===== src/design/dmrb_consts.svh =====
// constants of the dram mode register bank
`ifndef DMRB_CONSTS_SVH
`define DMRB_CONSTS_SVH
// ---------------------------------------------------------------------
// mode addresses
// ---------------------------------------------------------------------
`define DMRB_MA_DEVINFO 6'h00
`define DMRB_MA_FEATURE 6'h01
`define DMRB_MA_TERMFEAT 6'h0b
`define DMRB_MA_FUNCOPT 6'h0d
`define DMRB_MA_CTRLTERM 6'h16
// ---------------------------------------------------------------------
// field positions
// ---------------------------------------------------------------------
`define DMRB_FOPT_WR_BIT 6
`define DMRB_FOPT_OP_BIT 7
`define DMRB_CTRLTERM_CA_BIT 5
`define DMRB_TERMFEAT_CA_HI 6
`define DMRB_TERMFEAT_CA_LO 4
// ---------------------------------------------------------------------
// reset values and encodings
// ---------------------------------------------------------------------
`define DMRB_FEAT_RESET 8'h04
`define DMRB_ZERO_BYTE 8'h00
`define DMRB_BL_16 2'h0
`define DMRB_BL_32 2'h1
`define DMRB_BL_OTF 2'h2
`define DMRB_ZQ_RESISTOR_SELFTEST_RESULT_NONE 2'h0
`define DMRB_ZQ_RESISTOR_SELFTEST_RESULT_OK 2'h3
`define DMRB_NWR_0 6'h06
`define DMRB_NWR_1 6'h0a
`define DMRB_NWR_2 6'h10
`define DMRB_NWR_3 6'h14
`define DMRB_NWR_4 6'h18
`define DMRB_NWR_5 6'h1e
`define DMRB_NWR_6 6'h22
`define DMRB_NWR_7 6'h28
`define DMRB_CYC_ZERO 6'h00
`define DMRB_CYC_ONE 6'h01
// ---------------------------------------------------------------------
// timing
// ---------------------------------------------------------------------
`define DMRB_CLK_PERIOD_NS 5
`define DMRB_ZQLAT_NS 30
`define DMRB_ZQLAT_CYC \
   ((`DMRB_ZQLAT_NS + `DMRB_CLK_PERIOD_NS - 1) / `DMRB_CLK_PERIOD_NS)
`endif


===== src/design/dmrb_pkg.sv =====
// types shared by the dram mode register bank
package dmrb_pkg;
   typedef struct packed {
      logic read_postamble_length;
      logic [2:0] write_recovery_cycles;
      logic rd_pre;
      logic wr_pre;
      logic [1:0] bl;
   } dmrb_feat_s;
   typedef enum logic [1:0] {ZQ_IDLE, ZQ_STARTED, ZQ_LATCH, ZQ_VALID}
      dmrb_zq_e;
   typedef logic [5:0] dmrb_cyc_t;
endpackage : dmrb_pkg


===== src/design/dmrb_wrrec_if.sv =====
// link between the bank and its write-recovery timer
`timescale 1ns/1ps
interface dmrb_wrrec_if import dmrb_pkg::*; ();
   logic load;
   dmrb_cyc_t cycles;
   logic done;
   modport ctrl (output load, output cycles, input done);
   modport timer (input load, input cycles, output done);
endinterface : dmrb_wrrec_if


===== src/design/dmrb_top.sv =====
// dram mode register bank: device info and dual set-point features
//
// Overview of operation
// - registers are reached only through mode read and mode write commands.
// - six-bit mode address; device info at 00h, features at 01h.
// - reserved bit positions read back as zero.
// - reserved or write-only reads give undefined data; strobe still toggles.
// - writes to the read-only register change nothing.
// - info bit 0 reports refresh capability.
// - info bit 1 reports latency mode; byte-mode parts set it.
// - info bits 4:3 report the resistor self-test result.
// - result valid after start, latch and latch time; cleared on reset.
// - assembly error forces factory impedance and ignores calibration.
// - info bit 7 set when termination bit 5 and odt code nonzero.
// - feature bits 1:0 pick burst 16, 32 or per command.
// - per-command mode takes burst length from each access command.
// - feature bit 2 sets the 2-cycle write preamble.
// - feature bit 3 picks static or toggling read preamble.
// - feature bits 6:4 encode write recovery 6 to 40 cycles.
// - after an auto-precharge write, wait write recovery then precharge.
// - feature bit 7 picks half or one and a half cycle postamble.
// - writes update only the copy named by the write set-point bit.
// - the device runs from the copy named by the operating bit.
`timescale 1ns/1ps
`include "dmrb_consts.svh"
module dmrb_top import dmrb_pkg::*; #(
   parameter logic REFRESH_MODIFIED_ONLY = 1'b0,
   parameter logic BYTE_MODE_LATENCY = 1'b0
) (
   // clock and reset
   input wire logic CLK_SYS,
   input wire logic ARST_N,
   // mode register commands
   input wire logic MRW_REQ,
   input wire logic MRR_REQ,
   input wire logic [5:0] MR_ADDR,
   input wire logic [7:0] MRW_DATA,
   // mode register read answer
   output logic RD_VALID,
   output logic [7:0] RD_DATA,
   output logic DQS_TOGGLE,
   // access commands
   input wire logic ACC_REQ,
   input wire logic ACC_BL32,
   input wire logic WR_AP_DONE,
   output logic BURST_32,
   output logic PRECHARGE_START,
   // operating features
   output logic WR_PREAMBLE_2NCK,
   output logic RD_PREAMBLE_TOGGLE,
   output logic RD_POSTAMBLE_LONG,
   // impedance calibration
   input wire logic ZQ_START_DONE,
   input wire logic ZQ_LATCH_DONE,
   input wire logic [1:0] ZQ_SELFTEST_RAW,
   output logic ZQ_CAL_IGNORE,
   output logic FACTORY_TRIM_SEL
);
   localparam int ZQLAT_CYC = `DMRB_ZQLAT_CYC;

   // ------------------------------------------------------------------
   // decode helpers
   // ------------------------------------------------------------------
   function automatic logic dmrb_is_ro(input logic [5:0] addr);
      dmrb_is_ro = (addr == `DMRB_MA_DEVINFO);
   endfunction : dmrb_is_ro

   function automatic dmrb_cyc_t dmrb_nwr(input logic [2:0] code);
      unique case (code)
         3'h0: dmrb_nwr = `DMRB_NWR_0;
         3'h1: dmrb_nwr = `DMRB_NWR_1;
         3'h2: dmrb_nwr = `DMRB_NWR_2;
         3'h3: dmrb_nwr = `DMRB_NWR_3;
         3'h4: dmrb_nwr = `DMRB_NWR_4;
         3'h5: dmrb_nwr = `DMRB_NWR_5;
         3'h6: dmrb_nwr = `DMRB_NWR_6;
         3'h7: dmrb_nwr = `DMRB_NWR_7;
      endcase
   endfunction : dmrb_nwr

   // ------------------------------------------------------------------
   // reset release
   // ------------------------------------------------------------------
   logic rst_meta;
   logic rst_n;

   always_ff @(posedge CLK_SYS or negedge ARST_N) begin
      if (!ARST_N) begin
         rst_meta <= 1'b0;
         rst_n <= 1'b0;
      end else begin
         rst_meta <= 1'b1;
         rst_n <= rst_meta;
      end
   end

   // ------------------------------------------------------------------
   // stored mode state
   // ------------------------------------------------------------------
   dmrb_feat_s [1:0] feat_sp;
   logic setpoint_write_select;
   logic setpoint_operate_select;
   logic ctrl_ca_term;
   logic [2:0] ca_odt;
   logic wr_ok;
   dmrb_feat_s feat_op;

   assign wr_ok = MRW_REQ && !dmrb_is_ro(MR_ADDR);
   assign feat_op = feat_sp[setpoint_operate_select];

   always_ff @(posedge CLK_SYS or negedge rst_n) begin
      if (!rst_n) begin
         feat_sp <= {`DMRB_FEAT_RESET, `DMRB_FEAT_RESET};
      end else if (wr_ok && MR_ADDR == `DMRB_MA_FEATURE) begin
         feat_sp[setpoint_write_select] <= dmrb_feat_s'(MRW_DATA);
      end
   end

   // only the bits this bank consumes are kept from these registers
   always_ff @(posedge CLK_SYS or negedge rst_n) begin
      if (!rst_n) begin
         setpoint_write_select <= 1'b0;
         setpoint_operate_select <= 1'b0;
      end else if (wr_ok && MR_ADDR == `DMRB_MA_FUNCOPT) begin
         setpoint_write_select <= MRW_DATA[`DMRB_FOPT_WR_BIT];
         setpoint_operate_select <= MRW_DATA[`DMRB_FOPT_OP_BIT];
      end
   end

   always_ff @(posedge CLK_SYS or negedge rst_n) begin
      if (!rst_n) begin
         ctrl_ca_term <= 1'b0;
         ca_odt <= 3'h0;
      end else if (wr_ok) begin
         if (MR_ADDR == `DMRB_MA_CTRLTERM) begin
            ctrl_ca_term <= MRW_DATA[`DMRB_CTRLTERM_CA_BIT];
         end
         if (MR_ADDR == `DMRB_MA_TERMFEAT) begin
            ca_odt <= MRW_DATA[`DMRB_TERMFEAT_CA_HI:`DMRB_TERMFEAT_CA_LO];
         end
      end
   end

   // ------------------------------------------------------------------
   // impedance self-test sequence
   // ------------------------------------------------------------------
   dmrb_zq_e zq_state;
   logic [7:0] zq_cnt;
   logic [1:0] zq_resistor_selftest_result;
   logic zq_latching;
   logic zq_ignore;

   assign zq_latching = (zq_state == ZQ_LATCH);
   assign zq_ignore = (zq_resistor_selftest_result != `DMRB_ZQ_RESISTOR_SELFTEST_RESULT_NONE) && (zq_resistor_selftest_result != `DMRB_ZQ_RESISTOR_SELFTEST_RESULT_OK);

   always_ff @(posedge CLK_SYS or negedge rst_n) begin
      if (!rst_n) begin
         zq_state <= ZQ_IDLE;
         zq_cnt <= 8'h00;
      end else if (!zq_ignore) begin
         unique case (zq_state)
            ZQ_IDLE, ZQ_VALID: begin
               if (ZQ_START_DONE) begin
                  zq_state <= ZQ_STARTED;
               end
            end
            ZQ_STARTED: begin
               if (ZQ_LATCH_DONE) begin
                  zq_state <= ZQ_LATCH;
                  zq_cnt <= 8'(ZQLAT_CYC);
               end
            end
            ZQ_LATCH: begin
               if (zq_cnt == 8'h01) begin
                  zq_state <= ZQ_VALID;
               end
               zq_cnt <= zq_cnt - 8'h01;
            end
         endcase
      end
   end

   always_ff @(posedge CLK_SYS or negedge rst_n) begin
      if (!rst_n) begin
         zq_resistor_selftest_result <= `DMRB_ZQ_RESISTOR_SELFTEST_RESULT_NONE;
      end else if (zq_latching && zq_cnt == 8'h01 && !zq_ignore) begin
         zq_resistor_selftest_result <= ZQ_SELFTEST_RAW;
      end
   end

   always_ff @(posedge CLK_SYS or negedge rst_n) begin
      if (!rst_n) begin
         ZQ_CAL_IGNORE <= 1'b0;
         FACTORY_TRIM_SEL <= 1'b0;
      end else begin
         ZQ_CAL_IGNORE <= zq_ignore;
         FACTORY_TRIM_SEL <= zq_ignore;
      end
   end

   // ------------------------------------------------------------------
   // mode register read answer
   // ------------------------------------------------------------------
   logic ca_termination_rank_flag;
   logic [7:0] devinfo;

   assign ca_termination_rank_flag = ctrl_ca_term && (ca_odt != 3'h0);
   assign devinfo = {ca_termination_rank_flag, 2'h0, zq_resistor_selftest_result, 1'h0, BYTE_MODE_LATENCY,
                     REFRESH_MODIFIED_ONLY};

   always_ff @(posedge CLK_SYS or negedge rst_n) begin
      if (!rst_n) begin
         RD_VALID <= 1'b0;
         DQS_TOGGLE <= 1'b0;
         RD_DATA <= `DMRB_ZERO_BYTE;
      end else begin
         RD_VALID <= MRR_REQ;
         DQS_TOGGLE <= MRR_REQ;
         if (MRR_REQ) begin
            RD_DATA <= dmrb_is_ro(MR_ADDR) ? devinfo : `DMRB_ZERO_BYTE;
         end
      end
   end

   // ------------------------------------------------------------------
   // operating features
   // ------------------------------------------------------------------
   // write and read preambles, read postamble
   always_ff @(posedge CLK_SYS or negedge rst_n) begin
      if (!rst_n) begin
         WR_PREAMBLE_2NCK <= 1'b1;
         RD_PREAMBLE_TOGGLE <= 1'b0;
         RD_POSTAMBLE_LONG <= 1'b0;
      end else begin
         WR_PREAMBLE_2NCK <= feat_op.wr_pre;
         RD_PREAMBLE_TOGGLE <= feat_op.rd_pre;
         RD_POSTAMBLE_LONG <= feat_op.read_postamble_length;
      end
   end

   always_ff @(posedge CLK_SYS or negedge rst_n) begin
      if (!rst_n) begin
         BURST_32 <= 1'b0;
      end else if (ACC_REQ) begin
         BURST_32 <= (feat_op.bl == `DMRB_BL_32) ||
                     (feat_op.bl == `DMRB_BL_OTF && ACC_BL32);
      end
   end

   // ------------------------------------------------------------------
   // write recovery
   // ------------------------------------------------------------------
   dmrb_wrrec_if wrrec ();

   assign wrrec.load = WR_AP_DONE;
   assign wrrec.cycles = dmrb_nwr(feat_op.write_recovery_cycles);

   dmrb_wrrec u_wrrec (
      .clk(CLK_SYS),
      .rst_n(rst_n),
      .wr(wrrec.timer)
   );

   always_ff @(posedge CLK_SYS or negedge rst_n) begin
      if (!rst_n) begin
         PRECHARGE_START <= 1'b0;
      end else begin
         PRECHARGE_START <= wrrec.done;
      end
   end
endmodule : dmrb_top


===== src/design/dmrb_wrrec.sv =====
// write-recovery countdown before internal precharge
`timescale 1ns/1ps
`include "dmrb_consts.svh"
module dmrb_wrrec import dmrb_pkg::*; (
   // clock and reset
   input wire logic clk,
   input wire logic rst_n,
   // control link
   dmrb_wrrec_if.timer wr
);
   dmrb_cyc_t cnt;

   // a new load restarts the wait; back to back bursts share one timer
   always_ff @(posedge clk or negedge rst_n) begin
      if (!rst_n) begin
         cnt <= `DMRB_CYC_ZERO;
      end else if (wr.load) begin
         cnt <= wr.cycles;
      end else if (cnt != `DMRB_CYC_ZERO) begin
         cnt <= cnt - `DMRB_CYC_ONE;
      end
   end

   assign wr.done = !wr.load && (cnt == `DMRB_CYC_ONE);
endmodule : dmrb_wrrec


===== config.mk =====
export PLATFORM = sky130hd
export DESIGN_NAME = dmrb_top
export DESIGN_NICKNAME = d
export VERILOG_FILES = /design/src/design/dmrb_pkg.sv /design/src/design/dmrb_wrrec_if.sv /design/src/design/dmrb_top.sv /design/src/design/dmrb_wrrec.sv
export VERILOG_INCLUDE_DIRS = /design/src /design/src/design
export SDC_FILE = /design/constraint.sdc
export NUM_CORES = 1
export LEC_CHECK = 0
export ABC_CLOCK_PERIOD_IN_PS = 2200
export BUFFER_PORTS_ARGS = -buffer_cell sky130_fd_sc_hd__buf_2
export CORE_MARGIN = 5
export CORE_UTILIZATION = 35
export CTS_BUF_LIST = sky130_fd_sc_hd__clkbuf_8 sky130_fd_sc_hd__clkbuf_16
export DETAILED_ROUTE_END_ITERATION = 12
export PLACE_DENSITY = 0.54
export SKIP_CTS_REPAIR_TIMING = 1
export SYNTH_ARGS = -nofsm -noshare
export SYNTH_HDL_FRONTEND = slang
export SYNTH_SLANG_ARGS = --single-unit

===== constraint.sdc =====
create_clock -name CLK_SYS -period 2.2 [get_ports CLK_SYS]
set_input_delay 0.22 -clock CLK_SYS [delete_from_list [all_inputs] [get_ports CLK_SYS]]
set_output_delay 0.22 -clock CLK_SYS [all_outputs]
set_load 0.02 [all_outputs]

# Yosys cells after proc, flatten, opt, wreduce, memory -nomap -nowiden
# Memory sizes are Yosys's and may differ from the RTL's.
# Index checks and enable logic that the tools add are counted.
dict set report classes {
  n_addsub 2
  n_lt_le_gt_ge 3
  n_eq_ne 15
  n_mux 14
  bitwise 1
  reduce_logical 26
}
# cell n
set op_table {}
lappend op_table {{2-to-1 mux 8 bit} 5}
lappend op_table {{bitwise mux 16 bit} 1}
lappend op_table {{one-hot mux 8 bit (2 select lines)} 1}
lappend op_table {{equality test 6 x 1 -> 1 bit (second input constant)} 2}
lappend op_table {{equality test 6 x 4 -> 1 bit (second input constant)} 2}
lappend op_table {{2-to-1 mux 6 bit} 2}
lappend op_table {{logical AND 1 bit} 10}
lappend op_table {{demux 8 bit (select 1 bit)} 1}
lappend op_table {{equality test 8 x 1 -> 1 bit (second input constant)} 1}
lappend op_table {{subtractor 8 x 1 -> 8 bit (second input constant)} 1}
lappend op_table {{equality test 2 bit (second input constant)} 3}
lappend op_table {{equality test 6 x 5 -> 1 bit (second input constant)} 1}
lappend op_table {{zero test 6 bit} 1}
lappend op_table {{2-to-1 mux 2 bit} 3}
lappend op_table {{!= test 2 bit (second input constant)} 3}
lappend op_table {{one-hot mux 2 bit (3 select lines)} 1}
lappend op_table {{nonzero test 2 bit} 3}
lappend op_table {{nonzero test 6 bit} 1}
lappend op_table {{subtractor 6 x 1 -> 6 bit (second input constant)} 1}
lappend op_table {{equality test 2 x 1 -> 1 bit (second input constant)} 2}
lappend op_table {{< comparator 1 x 2 -> 1 bit (second input constant)} 2}
lappend op_table {{AND reduction 2 bit} 2}
lappend op_table {{AND reduction 4 bit} 1}
lappend op_table {{zero test 1 bit} 3}
lappend op_table {{8 further kinds} 8}
dict set report totals {
  ff_bits 57
  rom_bits 40
  in_bits 25
  out_inout_bits 17
  word_cells 90
  mem_count 1
}
# name depth width rd rd_clocked_by_memory_dff write_ports line
set memory_table {}
lappend memory_table {{(no name shown)} 8 5 1 0 0 dmrb_top.sv:69} ;# unique case (code)

# Depth between registers and ports, before layout
# Gate-level depths: netlist of the first run.
dict set report depth {
  word_depth 5
  mapped_depth 8
  depth_no_buf 7
}

# Hierarchy
# Synthesis of the first run repeated with hierarchy kept, for this count alone.
dict set report hier_totals {
  cells_unflattened 225
  area_unflattened_um2 2592.5
}
# module n_inst cells_per_inst area_each_um2 seq_area_each_um2
set by_module_without_submodules {}
lappend by_module_without_submodules {dmrb_top 1 183 2192.1 1154.9}
lappend by_module_without_submodules {dmrb_wrrec 1 42 400.4 150.1}

# Worst setup path before layout of the first run
# No wires, ideal clock.
dict set report synth_timing {
  path_kind {register to register}
  start {reg setpoint_operate_select}
  end {reg u_wrrec.cnt[1]}
  setup_ps 146
  arrival_time_ps 1715
  required_time_ps 2054
  setup_slack_ps 340
  stages_incl_launch_ff 9
  path_buffers 1
  period_less_slack_ps 1860
  cell_sequence {dfrtp_1 clkbuf_1 mux2i_1 inv_1 ha_1 mux2i_1 and2_1 o21ai_0 o311ai_0}
}
dict set report synth_via {
  elab_chain_len 4
}
# item line
set synth_rtl {}
lappend synth_rtl {{start, declared} dmrb_top.sv:102} ;# logic setpoint_operate_select;
lappend synth_rtl {{start signal, assigned} dmrb_top.sv:126} ;# setpoint_operate_select <= MRW_DATA[`DMRB_FOPT_OP_BIT];
lappend synth_rtl {{2-to-1 mux 8 bit (implied by the code) (2 in series)} dmrb_top.sv:109} ;# assign feat_op = feat_sp[setpoint_operate_select];
lappend synth_rtl {{memory read (8 x 5 bit)} n/a}
lappend synth_rtl {{2-to-1 mux 6 bit} dmrb_wrrec.sv:17} ;# end else if (wr.load) begin
lappend synth_rtl {{end signal, assigned} dmrb_wrrec.sv:16} ;# cnt <= `DMRB_CYC_ZERO;
lappend synth_rtl {{end signal, assigned} dmrb_wrrec.sv:18} ;# cnt <= wr.cycles;
lappend synth_rtl {{end signal, assigned} dmrb_wrrec.sv:20} ;# cnt <= cnt - `DMRB_CYC_ONE;
lappend synth_rtl {{end, declared} dmrb_wrrec.sv:11} ;# dmrb_cyc_t cnt;
# No other way between the ends. The select of a mux whose other input is x is not followed.
# A chain may end at the register's enable or synchronous reset.

# Worst setup path after layout of the first run
# Same ends and word-level chain as after synthesis.

==> impl_metrics.json, run 1 <==
{
  "global_route.usage.total_pct": 11.3,
  "yosysSeqAreaShare_pct": 51.3,
  "fin_util_pct": 40.7,
  "synth.distinct_cells": 47,
  "period_share_pct": 89.0,
  "crit_arrival_ns": 2.14,
  "wl_per_cell_um": 13.0,
  "layout-drive-gt1-share_pct": 32.3,
  "drt-initial-drc-count": 36,
  "coreArea_um2": 7180,
  "cts_buffers": 5,
  "fin_crit_ns": 1.96,
  "num_vias": 1770,
  "synth-edff-count": 0,
  "synthFlopType": "dfrtp_1",
  "area_growth_pct": 14.7,
  "cp-end-kind": "flip-flop",
  "fin_tns_setup_ns": 0,
  "maxSlewViolCount": 0,
  "p_leak_nw": 1.39,
  "ys_warn_count": 0,
  "dieArea_um2": 9080,
  "diodes": 0,
  "io_pins": 42,
  "grt_pass1_wl_um": 7970,
  "powerDensity_nw_per_um2": 854,
  "hp-class": "input port to flip-flop",
  "cts_tree": "built",
  "irDropWorstVdd_mv": 0.295,
  "drtAntennaViolNets": 0,
  "cts_root_buf": "clkbuf_8",
  "die_h_um": 95.3,
  "cp.required_ns": 2.38,
  "grt_start_max_net_pins": 36,
  "crit_path_max_fanout": 11,
  "h-tree-depth": 2,
  "synth-seq-cells": 52,
  "antenna_found_initial": 0,
  "drc": 0,
  "synthCells": 223,
  "ff_latch_area_um2": 1310,
  "wirelength_um": 4690,
  "layout_commonest_cell": "dfrtp_1",
  "hold_ws_ns": 0.0845,
  "die-width_um": 95.3,
  "setup_violations": 0,
  "initial_core_util_pct": 35.5,
  "crit_path_start_kind": "flip-flop",
  "fmax_mhz": 511,
  "clkTransAtPathRegs_ns": 0.11,
  "n_fill_cell": 700,
  "clock_skew_ns": 0.0136,
  "cts_buffer_depth": 2,
  "port_buffers": 36,
  "nets": 296,
  "status": "finished clean",
  "slew_headroom_pct": 50.0,
  "rsz0062_at_grt": "no",
  "async_flop_share_pct": 100,
  "first_pass_iters": 4,
  "multiInputGateArea_um2": 1130,
  "insertion_delay_ns": 0.31,
  "cts_sinks": 52,
  "max_cap_violations": 0,
  "grt.overflow.total": 0,
  "worstSetupPathType": "flip-flop to flip-flop",
  "rows": 31,
  "mostFrequentLayoutCells": "dfrtp_1 (48), buf_2 (36), mux2_2 (29), nand2_1 (15), inv_1 (13)",
  "grt_pass1_vias": 1677,
  "viasPerCell": 4.89,
  "syn_avg_cell_area_um2": 11.4,
  "syn_area_um2": 2540,
  "hold_violations": 0,
  "gp_congestion": 0.747,
  "dp_hpwl_um": 3470,
  "worstMarginPinSlew_ns": 0.751
}
## cells in the mapped netlist (2+ instances only)
library cell | count | area [um2]
nand3_1 | 4 | 20.0
or3_1 | 3 | 18.8
a41oi_1 | 2 | 17.5
o31ai_1 | 3 | 22.5
inv_1 | 13 | 48.8
o21ai_0 | 12 | 60.1
o211ai_1 | 3 | 22.5
mux2i_1 | 6 | 60.1
nor2b_1 | 3 | 18.8
dfstp_2 | 3 | 78.8
clkbuf_1 | 4 | 15.0
xor2_1 | 2 | 17.5
ha_1 | 9 | 113
o22ai_1 | 2 | 12.5
nor4_1 | 2 | 12.5
buf_4 | 7 | 52.6
nor2_1 | 8 | 30.0
nor3_1 | 6 | 30.0
and3_1 | 2 | 12.5
a211oi_1 | 2 | 15.0
conb_1 | 2 | 7.51
and2_1 | 2 | 12.5
nand4b_1 | 2 | 17.5
nand2_1 | 15 | 56.3
a21oi_1 | 7 | 35.0
nand4_1 | 2 | 12.5
mux2_2 | 29 | 327
dfrtp_1 | 49 | 1230
## worst max-delay path, cell delays in order (launching register included)
cell      delay, ns
dfrtp_1        0.61
mux2i_1        0.29
inv_1          0.09
ha_1           0.32
mux2i_1        0.07
and2_1         0.14
o21ai_0        0.15
o311ai_0       0.14
## final timing paths
check / startpoint / cells after the start / slack (ns) / endpoint
max in group asynchronous: rst_n$_DFF_PN0_ / 1 / 1.23 / FACTORY_TRIM_SEL$_DFF_PN0_
worst max register to register: setpoint_operate_select$_DFFE_PN0P_ / 7 / 0.24 / u_wrrec.cnt[1]$_DFFE_PN0P_
worst max-delay path: setpoint_operate_select$_DFFE_PN0P_ / 7 / 0.24 / u_wrrec.cnt[1]$_DFFE_PN0P_
worst min register to register: rst_n$_DFF_PN0_ / 0 / 0.33 / ca_odt[0]$_DFFE_PN0P_
min in group asynchronous: ARST_N / 2 / 0.22 / rst_n$_DFF_PN0_
worst min-delay path: MRR_REQ / 1 / 0.08 / DQS_TOGGLE$_DFF_PN0_
## metal layers
metal  up-vias  routed length (um)  track usage (%)
met3         5                 263             2.68
met1       855                2270             16.0
li1        865                   -                -
met5         -                   0                0
met4         0                  66             4.69
met2        45                2100             16.4
## logic make-up after synthesis
family | Yosys count | share of synthesized area, %
simple gates | 57 | 12.9
flops | 52 | 51.3
compound gates | 40 | 10.1
mux | 35 | 15.2
buf+inv | 25 | 4.77
fa+ha+maj | 9 | 4.42
xor+xnor | 3 | 1.03
other cells | 2 | 0.295
## through the flow
stage                     setup slack, ns  std cells  area, um2  power [mW]
after global placement              0.343        353       2820        1.94
after global routing               0.0142        362       2920        2.68
after detailed placement            0.265        353       2820        1.95
after floorplan                     0.340        227       2560        1.77
after CTS                           0.241        361       2910        2.54
final                               0.242        362       2920        2.49
## cell type report
| cell class | instances | share of cell area (%) |
|---|---|---|
| timing repair buffer | 40 | 7.28 |
| tap | 99 | 4.24 |
| sequential | 52 | 44.7 |
| inverter | 13 | 1.67 |
| clock buffer | 5 | 2.36 |
| clock inverter | 3 | 0.900 |
| multi-input combinational | 150 | 38.8 |
## where the power goes
group	switching, mW	internal [mW]	total, mW	leakage, nW
logic	0.399	0.320	0.719	0.674
clock network	0.337	0.232	0.569	0.0487
registers	0.118	1.09	1.21	0.671
total	0.854	1.64	2.49	1.39
## flip-flops by register name (all words and copies together) (netlist names), 2 cells and up
register and count:
zq_state 2, RD_DATA 3, ca_odt 3, feat_sp 16, zq_cnt 8, u_wrrec.cnt 6, zq_resistor_selftest_result 2
Power figures use the tool's default switching activity.
==> run 2: changes to the inputs <==
Settings changed: CORE_ASPECT_RATIO set to 1.25.
==> run 2 against run 1 <==
  * Critical path depth is 2 lower
  * Largest cell class unchanged
  * Sequential share of layout area down 0.60 points
  * Largest power group unchanged
  * Worst hold slack better by 0.013 ns
  * Register-to-register slack gained 0.13 ns
==> impl_metrics.json, run 2 (same netlist as run 1, synthesis figures left out) <==
{
  "status": "finished clean",
  "cts_buffer_depth": 2,
  "cp.required_ns": 2.43,
  "area_growth_pct": 16.3,
  "crit_path_max_incr_delay_ns": 0.51,
  "insertion_delay_ns": 0.30,
  "antenna_found_initial": 0,
  "die-width_um": 86.3,
  "period_share_pct": 83.3,
  "worstMarginPinSlew_ns": 0.554,
  "clkTransAtPathRegs_ns": 0.10,
  "grtUsageMet3_pct": 2.89,
  "global_route.usage.total_pct": 11.2,
  "slowest_stage": "or3_1",
  "coreArea_um2": 7020,
  "max_cap_violations": 0,
  "ff_latch_area_um2": 1310,
  "clock_skew_ns": 0.0101,
  "h-tree-depth": 2,
  "diodes": 0,
  "cts_tree": "built",
  "first_pass_iters": 4,
  "grt_pass1_wl_um": 8230,
  "powerDensity_nw_per_um2": 895,
  "wirelength_um": 4660,
  "setup_violations": 0,
  "fmax_mhz": 546,
  "path_cells": "inv_1, ha_1, or3_1, or3_1, a21oi_1",
  "grt_start_max_net_pins": 27,
  "crit_path_max_fanout": 10,
  "drtAntennaViolNets": 0,
  "gp_congestion": 0.745,
  "rows": 34,
  "fin_tns_setup_ns": 0,
  "dieArea_um2": 9090,
  "p_leak_nw": 1.42,
  "rsz0062_at_grt": "no",
  "cts_buffers": 5,
  "cts_root_buf": "clkbuf_8",
  "maxSlewViolCount": 0,
  "cp-end-kind": "flip-flop",
  "grt_pass1_vias": 1762,
  "use_met2_pct": 18.9,
  "grt.overflow.total": 0,
  "layout_commonest_cell": "dfrtp_1",
  "largestRegisters": "feat_sp (16), zq_cnt (8), u_wrrec.cnt (6)",
  "wl_per_cell_um": 13.2,
  "io_pins": 42,
  "cpMostUsedCell": "or3_1",
  "r2r_slack_ns": 0.37,
  "multiInputGateArea_um2": 1130,
  "dp_hpwl_um": 3580,
  "largest_register_ffs": 16,
  "hold_violations": 0,
  "drt-initial-drc-count": 49,
  "fin_crit_ns": 1.83,
  "hp-class": "input port to flip-flop",
  "worstSetupPathType": "flip-flop to flip-flop",
  "num_vias": 1748,
  "hold_ws_ns": 0.0973,
  "slew_headroom_pct": 63.1,
  "layout-drive-gt1-share_pct": 32.6,
  "viasPerCell": 4.94,
  "crit_path_start_kind": "flip-flop",
  "cts_sinks": 52,
  "drc": 0,
  "irDropWorstVdd_mv": 0.505,
  "mostFrequentLayoutCells": "dfrtp_1 (48), buf_2 (36), mux2_2 (29), nand2_1 (15), inv_1 (13)",
  "die_h_um": 105,
  "use_met1_pct": 13.9,
  "port_buffers": 36,
  "nets": 297,
  "grt_busiest_layer": "met2",
  "fin_util_pct": 42.2,
  "crit_arrival_ns": 2.07,
  "regMostFlops": "feat_sp",
  "n_fill_cell": 692,
  "initial_core_util_pct": 36.3
}
## run 2: final timing paths
kind / start / to / cells after the start
max: zq_state[0]$_DFFE_PN0P_ / zq_cnt[7]$_DFFE_PN0P_ / 5
min: MRR_REQ / DQS_TOGGLE$_DFF_PN0_ / 1
max reg2reg: zq_state[0]$_DFFE_PN0P_ / zq_cnt[7]$_DFFE_PN0P_ / 5
min reg2reg: rst_n$_DFF_PN0_ / ctrl_ca_term$_DFFE_PN0P_ / 0
max in group asynchronous: rst_n$_DFF_PN0_ / u_wrrec.cnt[3]$_DFFE_PN0P_ / 1
min in group asynchronous: ARST_N / rst_n$_DFF_PN0_ / 2
## run 2: where the power goes
part | switching [mW] | total [mW] | leakage [nW] | internal, mW
Clock | 0.304 | 0.706 | 0.0645 | 0.402
Combinational | 0.400 | 0.743 | 0.684 | 0.343
Sequential | 0.113 | 1.20 | 0.671 | 1.09
Total | 0.817 | 2.65 | 1.42 | 1.83
## run 2: critical path: cells and delay by family, from the launching register on
family | cells | cell delay, ns
buf+inv | 1 | 0.06
compound gates | 1 | 0.14
fa+ha+maj | 1 | 0.32
simple gates | 2 | 0.89
flops | 1 | 0.36
## run 2: through the flow
stage          area [um2]  power, mW  setup slack, ns  instances
2_1_floorplan        2560       1.77            0.340        227
3_3_place_gp         2820       1.97            0.394        345
3_5_place_dp         2820       1.97            0.368        345
4_1_cts              2950       2.70            0.346        353
5_1_grt              2960       2.86            0.235        354
6_report             2960       2.65            0.368        354
## run 2: layout make-up
class | count | area share (%)
sequential | 52 | 44.1
multi-input combinational | 150 | 38.3
timing repair buffer | 41 | 7.86
inverter | 13 | 1.65
clock inverter | 1 | 1.01
tap | 90 | 3.80
clock buffer | 7 | 3.25
## run 2: metal layers
layer  part of all wire (%)  wire, um  vias up
li1                       -         -      867
met1                     44      2030      840
met2                     51      2400       37
met3                    4.0       188        4
met4                   0.99        46        0
met5                      0         0        -
==> run 3: changes to the inputs <==
Settings changed: ABC_CLOCK_PERIOD_IN_PS 2200 to 1850.
Clock period 2.2 ns to 1.85 ns, I/O delays scaled along.
==> run 3 against run 2 <==
  * Die area stayed put
  * Sequential share of layout area is 0.60 points lower
  * Largest power group unchanged
  * Clock skew is 0.0017 ns lower
==> impl_metrics.json, run 3 (same netlist as run 1, synthesis figures left out) <==
{
  "gp_congestion": 0.781,
  "worstHoldEndpoint": "DQS_TOGGLE$_DFF_PN0_",
  "dp_slack_ns": 0.0859,
  "global_route.usage.total_pct": 11.4,
  "first_pass_iters": 4,
  "wl_per_cell_um": 13.0,
  "slew_headroom_pct": 62.1,
  "wirelength_um": 4700,
  "worstSetupPathType": "flip-flop to flip-flop",
  "worstRegToRegCells": 6,
  "diodes": 0,
  "crit_arrival_ns": 1.93,
  "powerDensity_nw_per_um2": 1050,
  "status": "finished clean",
  "maxSlewViolCount": 0,
  "fin_crit_ns": 1.74,
  "fmax_mhz": 576,
  "grt_pass1_vias": 1847,
  "hp-class": "input port to flip-flop",
  "largestRegisters": "feat_sp (16), zq_cnt (8), u_wrrec.cnt (6)",
  "critPathBufInv": 1,
  "r2r_slack_ns": 0.11,
  "timing.rr.start": "zq_cnt[1]$_DFFE_PN0P_",
  "drt-initial-drc-count": 92,
  "irDropWorstVdd_mv": 0.454,
  "layout-drive-gt1-share_pct": 35.1,
  "layout_commonest_cell": "dfrtp_1",
  "rsz0062_at_grt": "yes",
  "dp_hpwl_um": 3570,
  "placedCellCount": 352,
  "rows": 34,
  "initial_core_util_pct": 36.3,
  "die-width_um": 86.3,
  "grt_pass1_wl_um": 8430,
  "fin_cells": 361,
  "nets": 304,
  "period_share_pct": 93.8,
  "cts_root_buf": "clkbuf_8",
  "hold_violations": 0,
  "viasPerCell": 4.86,
  "grt_start_max_net_pins": 51,
  "holdPathStages": 1,
  "grt.overflow.total": 0,
  "die_h_um": 105,
  "antenna_found_initial": 0,
  "p_leak_nw": 1.45,
  "timing.final.ws_setup_ns": 0.115,
  "crit_path_max_incr_delay_ns": 0.53,
  "setup_violations": 0,
  "num_vias": 1754,
  "hp-start": "MRR_REQ",
  "largest_register_ffs": 16,
  "mostFrequentLayoutCells": "dfrtp_1 (47), buf_2 (36), mux2_2 (29), nand2_1 (15), inv_1 (14)",
  "cp_top_family": "simple AND/OR/NAND/NOR gates",
  "insertion_delay_ns": 0.30,
  "h-tree-depth": 2,
  "crit_path_start_kind": "flip-flop",
  "fin_tns_setup_ns": 0,
  "crit_path_max_fanout": 4,
  "cp-end-kind": "flip-flop",
  "coreArea_um2": 7020,
  "path_cells": "inv_1, ha_1, nor4b_4, a21boi_1, or4_4, o2bb2ai_1",
  "cts_buffer_depth": 2,
  "cts_sinks": 52,
  "slowest_stage": "or4_4",
  "io_pins": 42,
  "cts_buffers": 5,
  "drc": 0,
  "clkTransAtPathRegs_ns": 0.09,
  "regMostFlops": "feat_sp",
  "worstMarginPinSlew_ns": 0.563,
  "area_growth_pct": 18.0,
  "dieArea_um2": 9090,
  "worstReg2RegEnd": "zq_state[1]$_DFFE_PN0P_",
  "port_buffers": 36,
  "drtAntennaViolNets": 0,
  "cp.required_ns": 2.04,
  "max_cap_violations": 0,
  "clock_skew_ns": 0.00835,
  "cts_tree": "built"
}
## run 3: worst reg2reg max path, cell delays in order, from the launching register on
cell       delay [ns]
dfrtp_1          0.41
inv_1            0.09
ha_1             0.15
nor4b_4          0.20
a21boi_1         0.12
or4_4            0.53
o2bb2ai_1        0.14
## run 3: power by group
part,switching [mW],internal (mW)
sequential,0.118,1.30
combinational,0.509,0.474
clock,0.359,0.396
total,0.985,2.17
## run 3: worst max-delay path by stage
stage | to | start | slack (ns) | cells after the start
finish | zq_state[1]$_DFFE_PN0P_ | zq_cnt[1]$_DFFE_PN0P_ | 0.11 | 6
global route | zq_cnt[5]$_DFFE_PN0P_ | zq_state[0]$_DFFE_PN0P_ | -0.002 | 6
CTS | zq_cnt[7]$_DFFE_PN0P_ | zq_state[0]$_DFFE_PN0P_ | 0.07 | 5
detailed placement | zq_cnt[7]$_DFFE_PN0P_ | zq_state[0]$_DFFE_PN0P_ | 0.09 | 5
global placement | zq_cnt[5]$_DFFE_PN0P_ | zq_state[0]$_DFFE_PN0P_ | 0.09 | 5
floorplan | zq_cnt[5]$_DFFE_PN0P_ | zq_state[0]$_DFFE_PN0P_ | 0.11 | 6
## run 3: final cells by class
cell class	instances	area (um2)
Inverter	13	48.8
Sequential cell	52	1310
Clock inverter	3	38.8
Timing Repair Buffer	48	285
Tap cell	90	113
Clock buffer	5	68.8
Multi-Input combinational cell	150	1140
Fill cell	691	4020
## run 3: metal layers
layer | wire length, um | share of wire [%] | track usage (%)
met5 | 0 | 0 | 0
met4 | 61 | 1.3 | 4.01
met3 | 149 | 3.2 | 2.58
met2 | 2520 | 54 | 20.1
met1 | 1960 | 42 | 13.5
## run 3: stage by stage
step	total power [mW]	utilization (%)	instance area (um2)	hold WS (ns)
4_1_cts	3.18	42.5	2980	-0.364
3_3_place_gp	2.40	41.0	2880	-0.0297
3_5_place_dp	2.40	41.0	2880	-0.0265
6_report	3.15	42.8	3000	0.0599
2_1_floorplan	2.10	-	2560	-0.111
5_1_grt	3.40	42.8	3000	0.0401
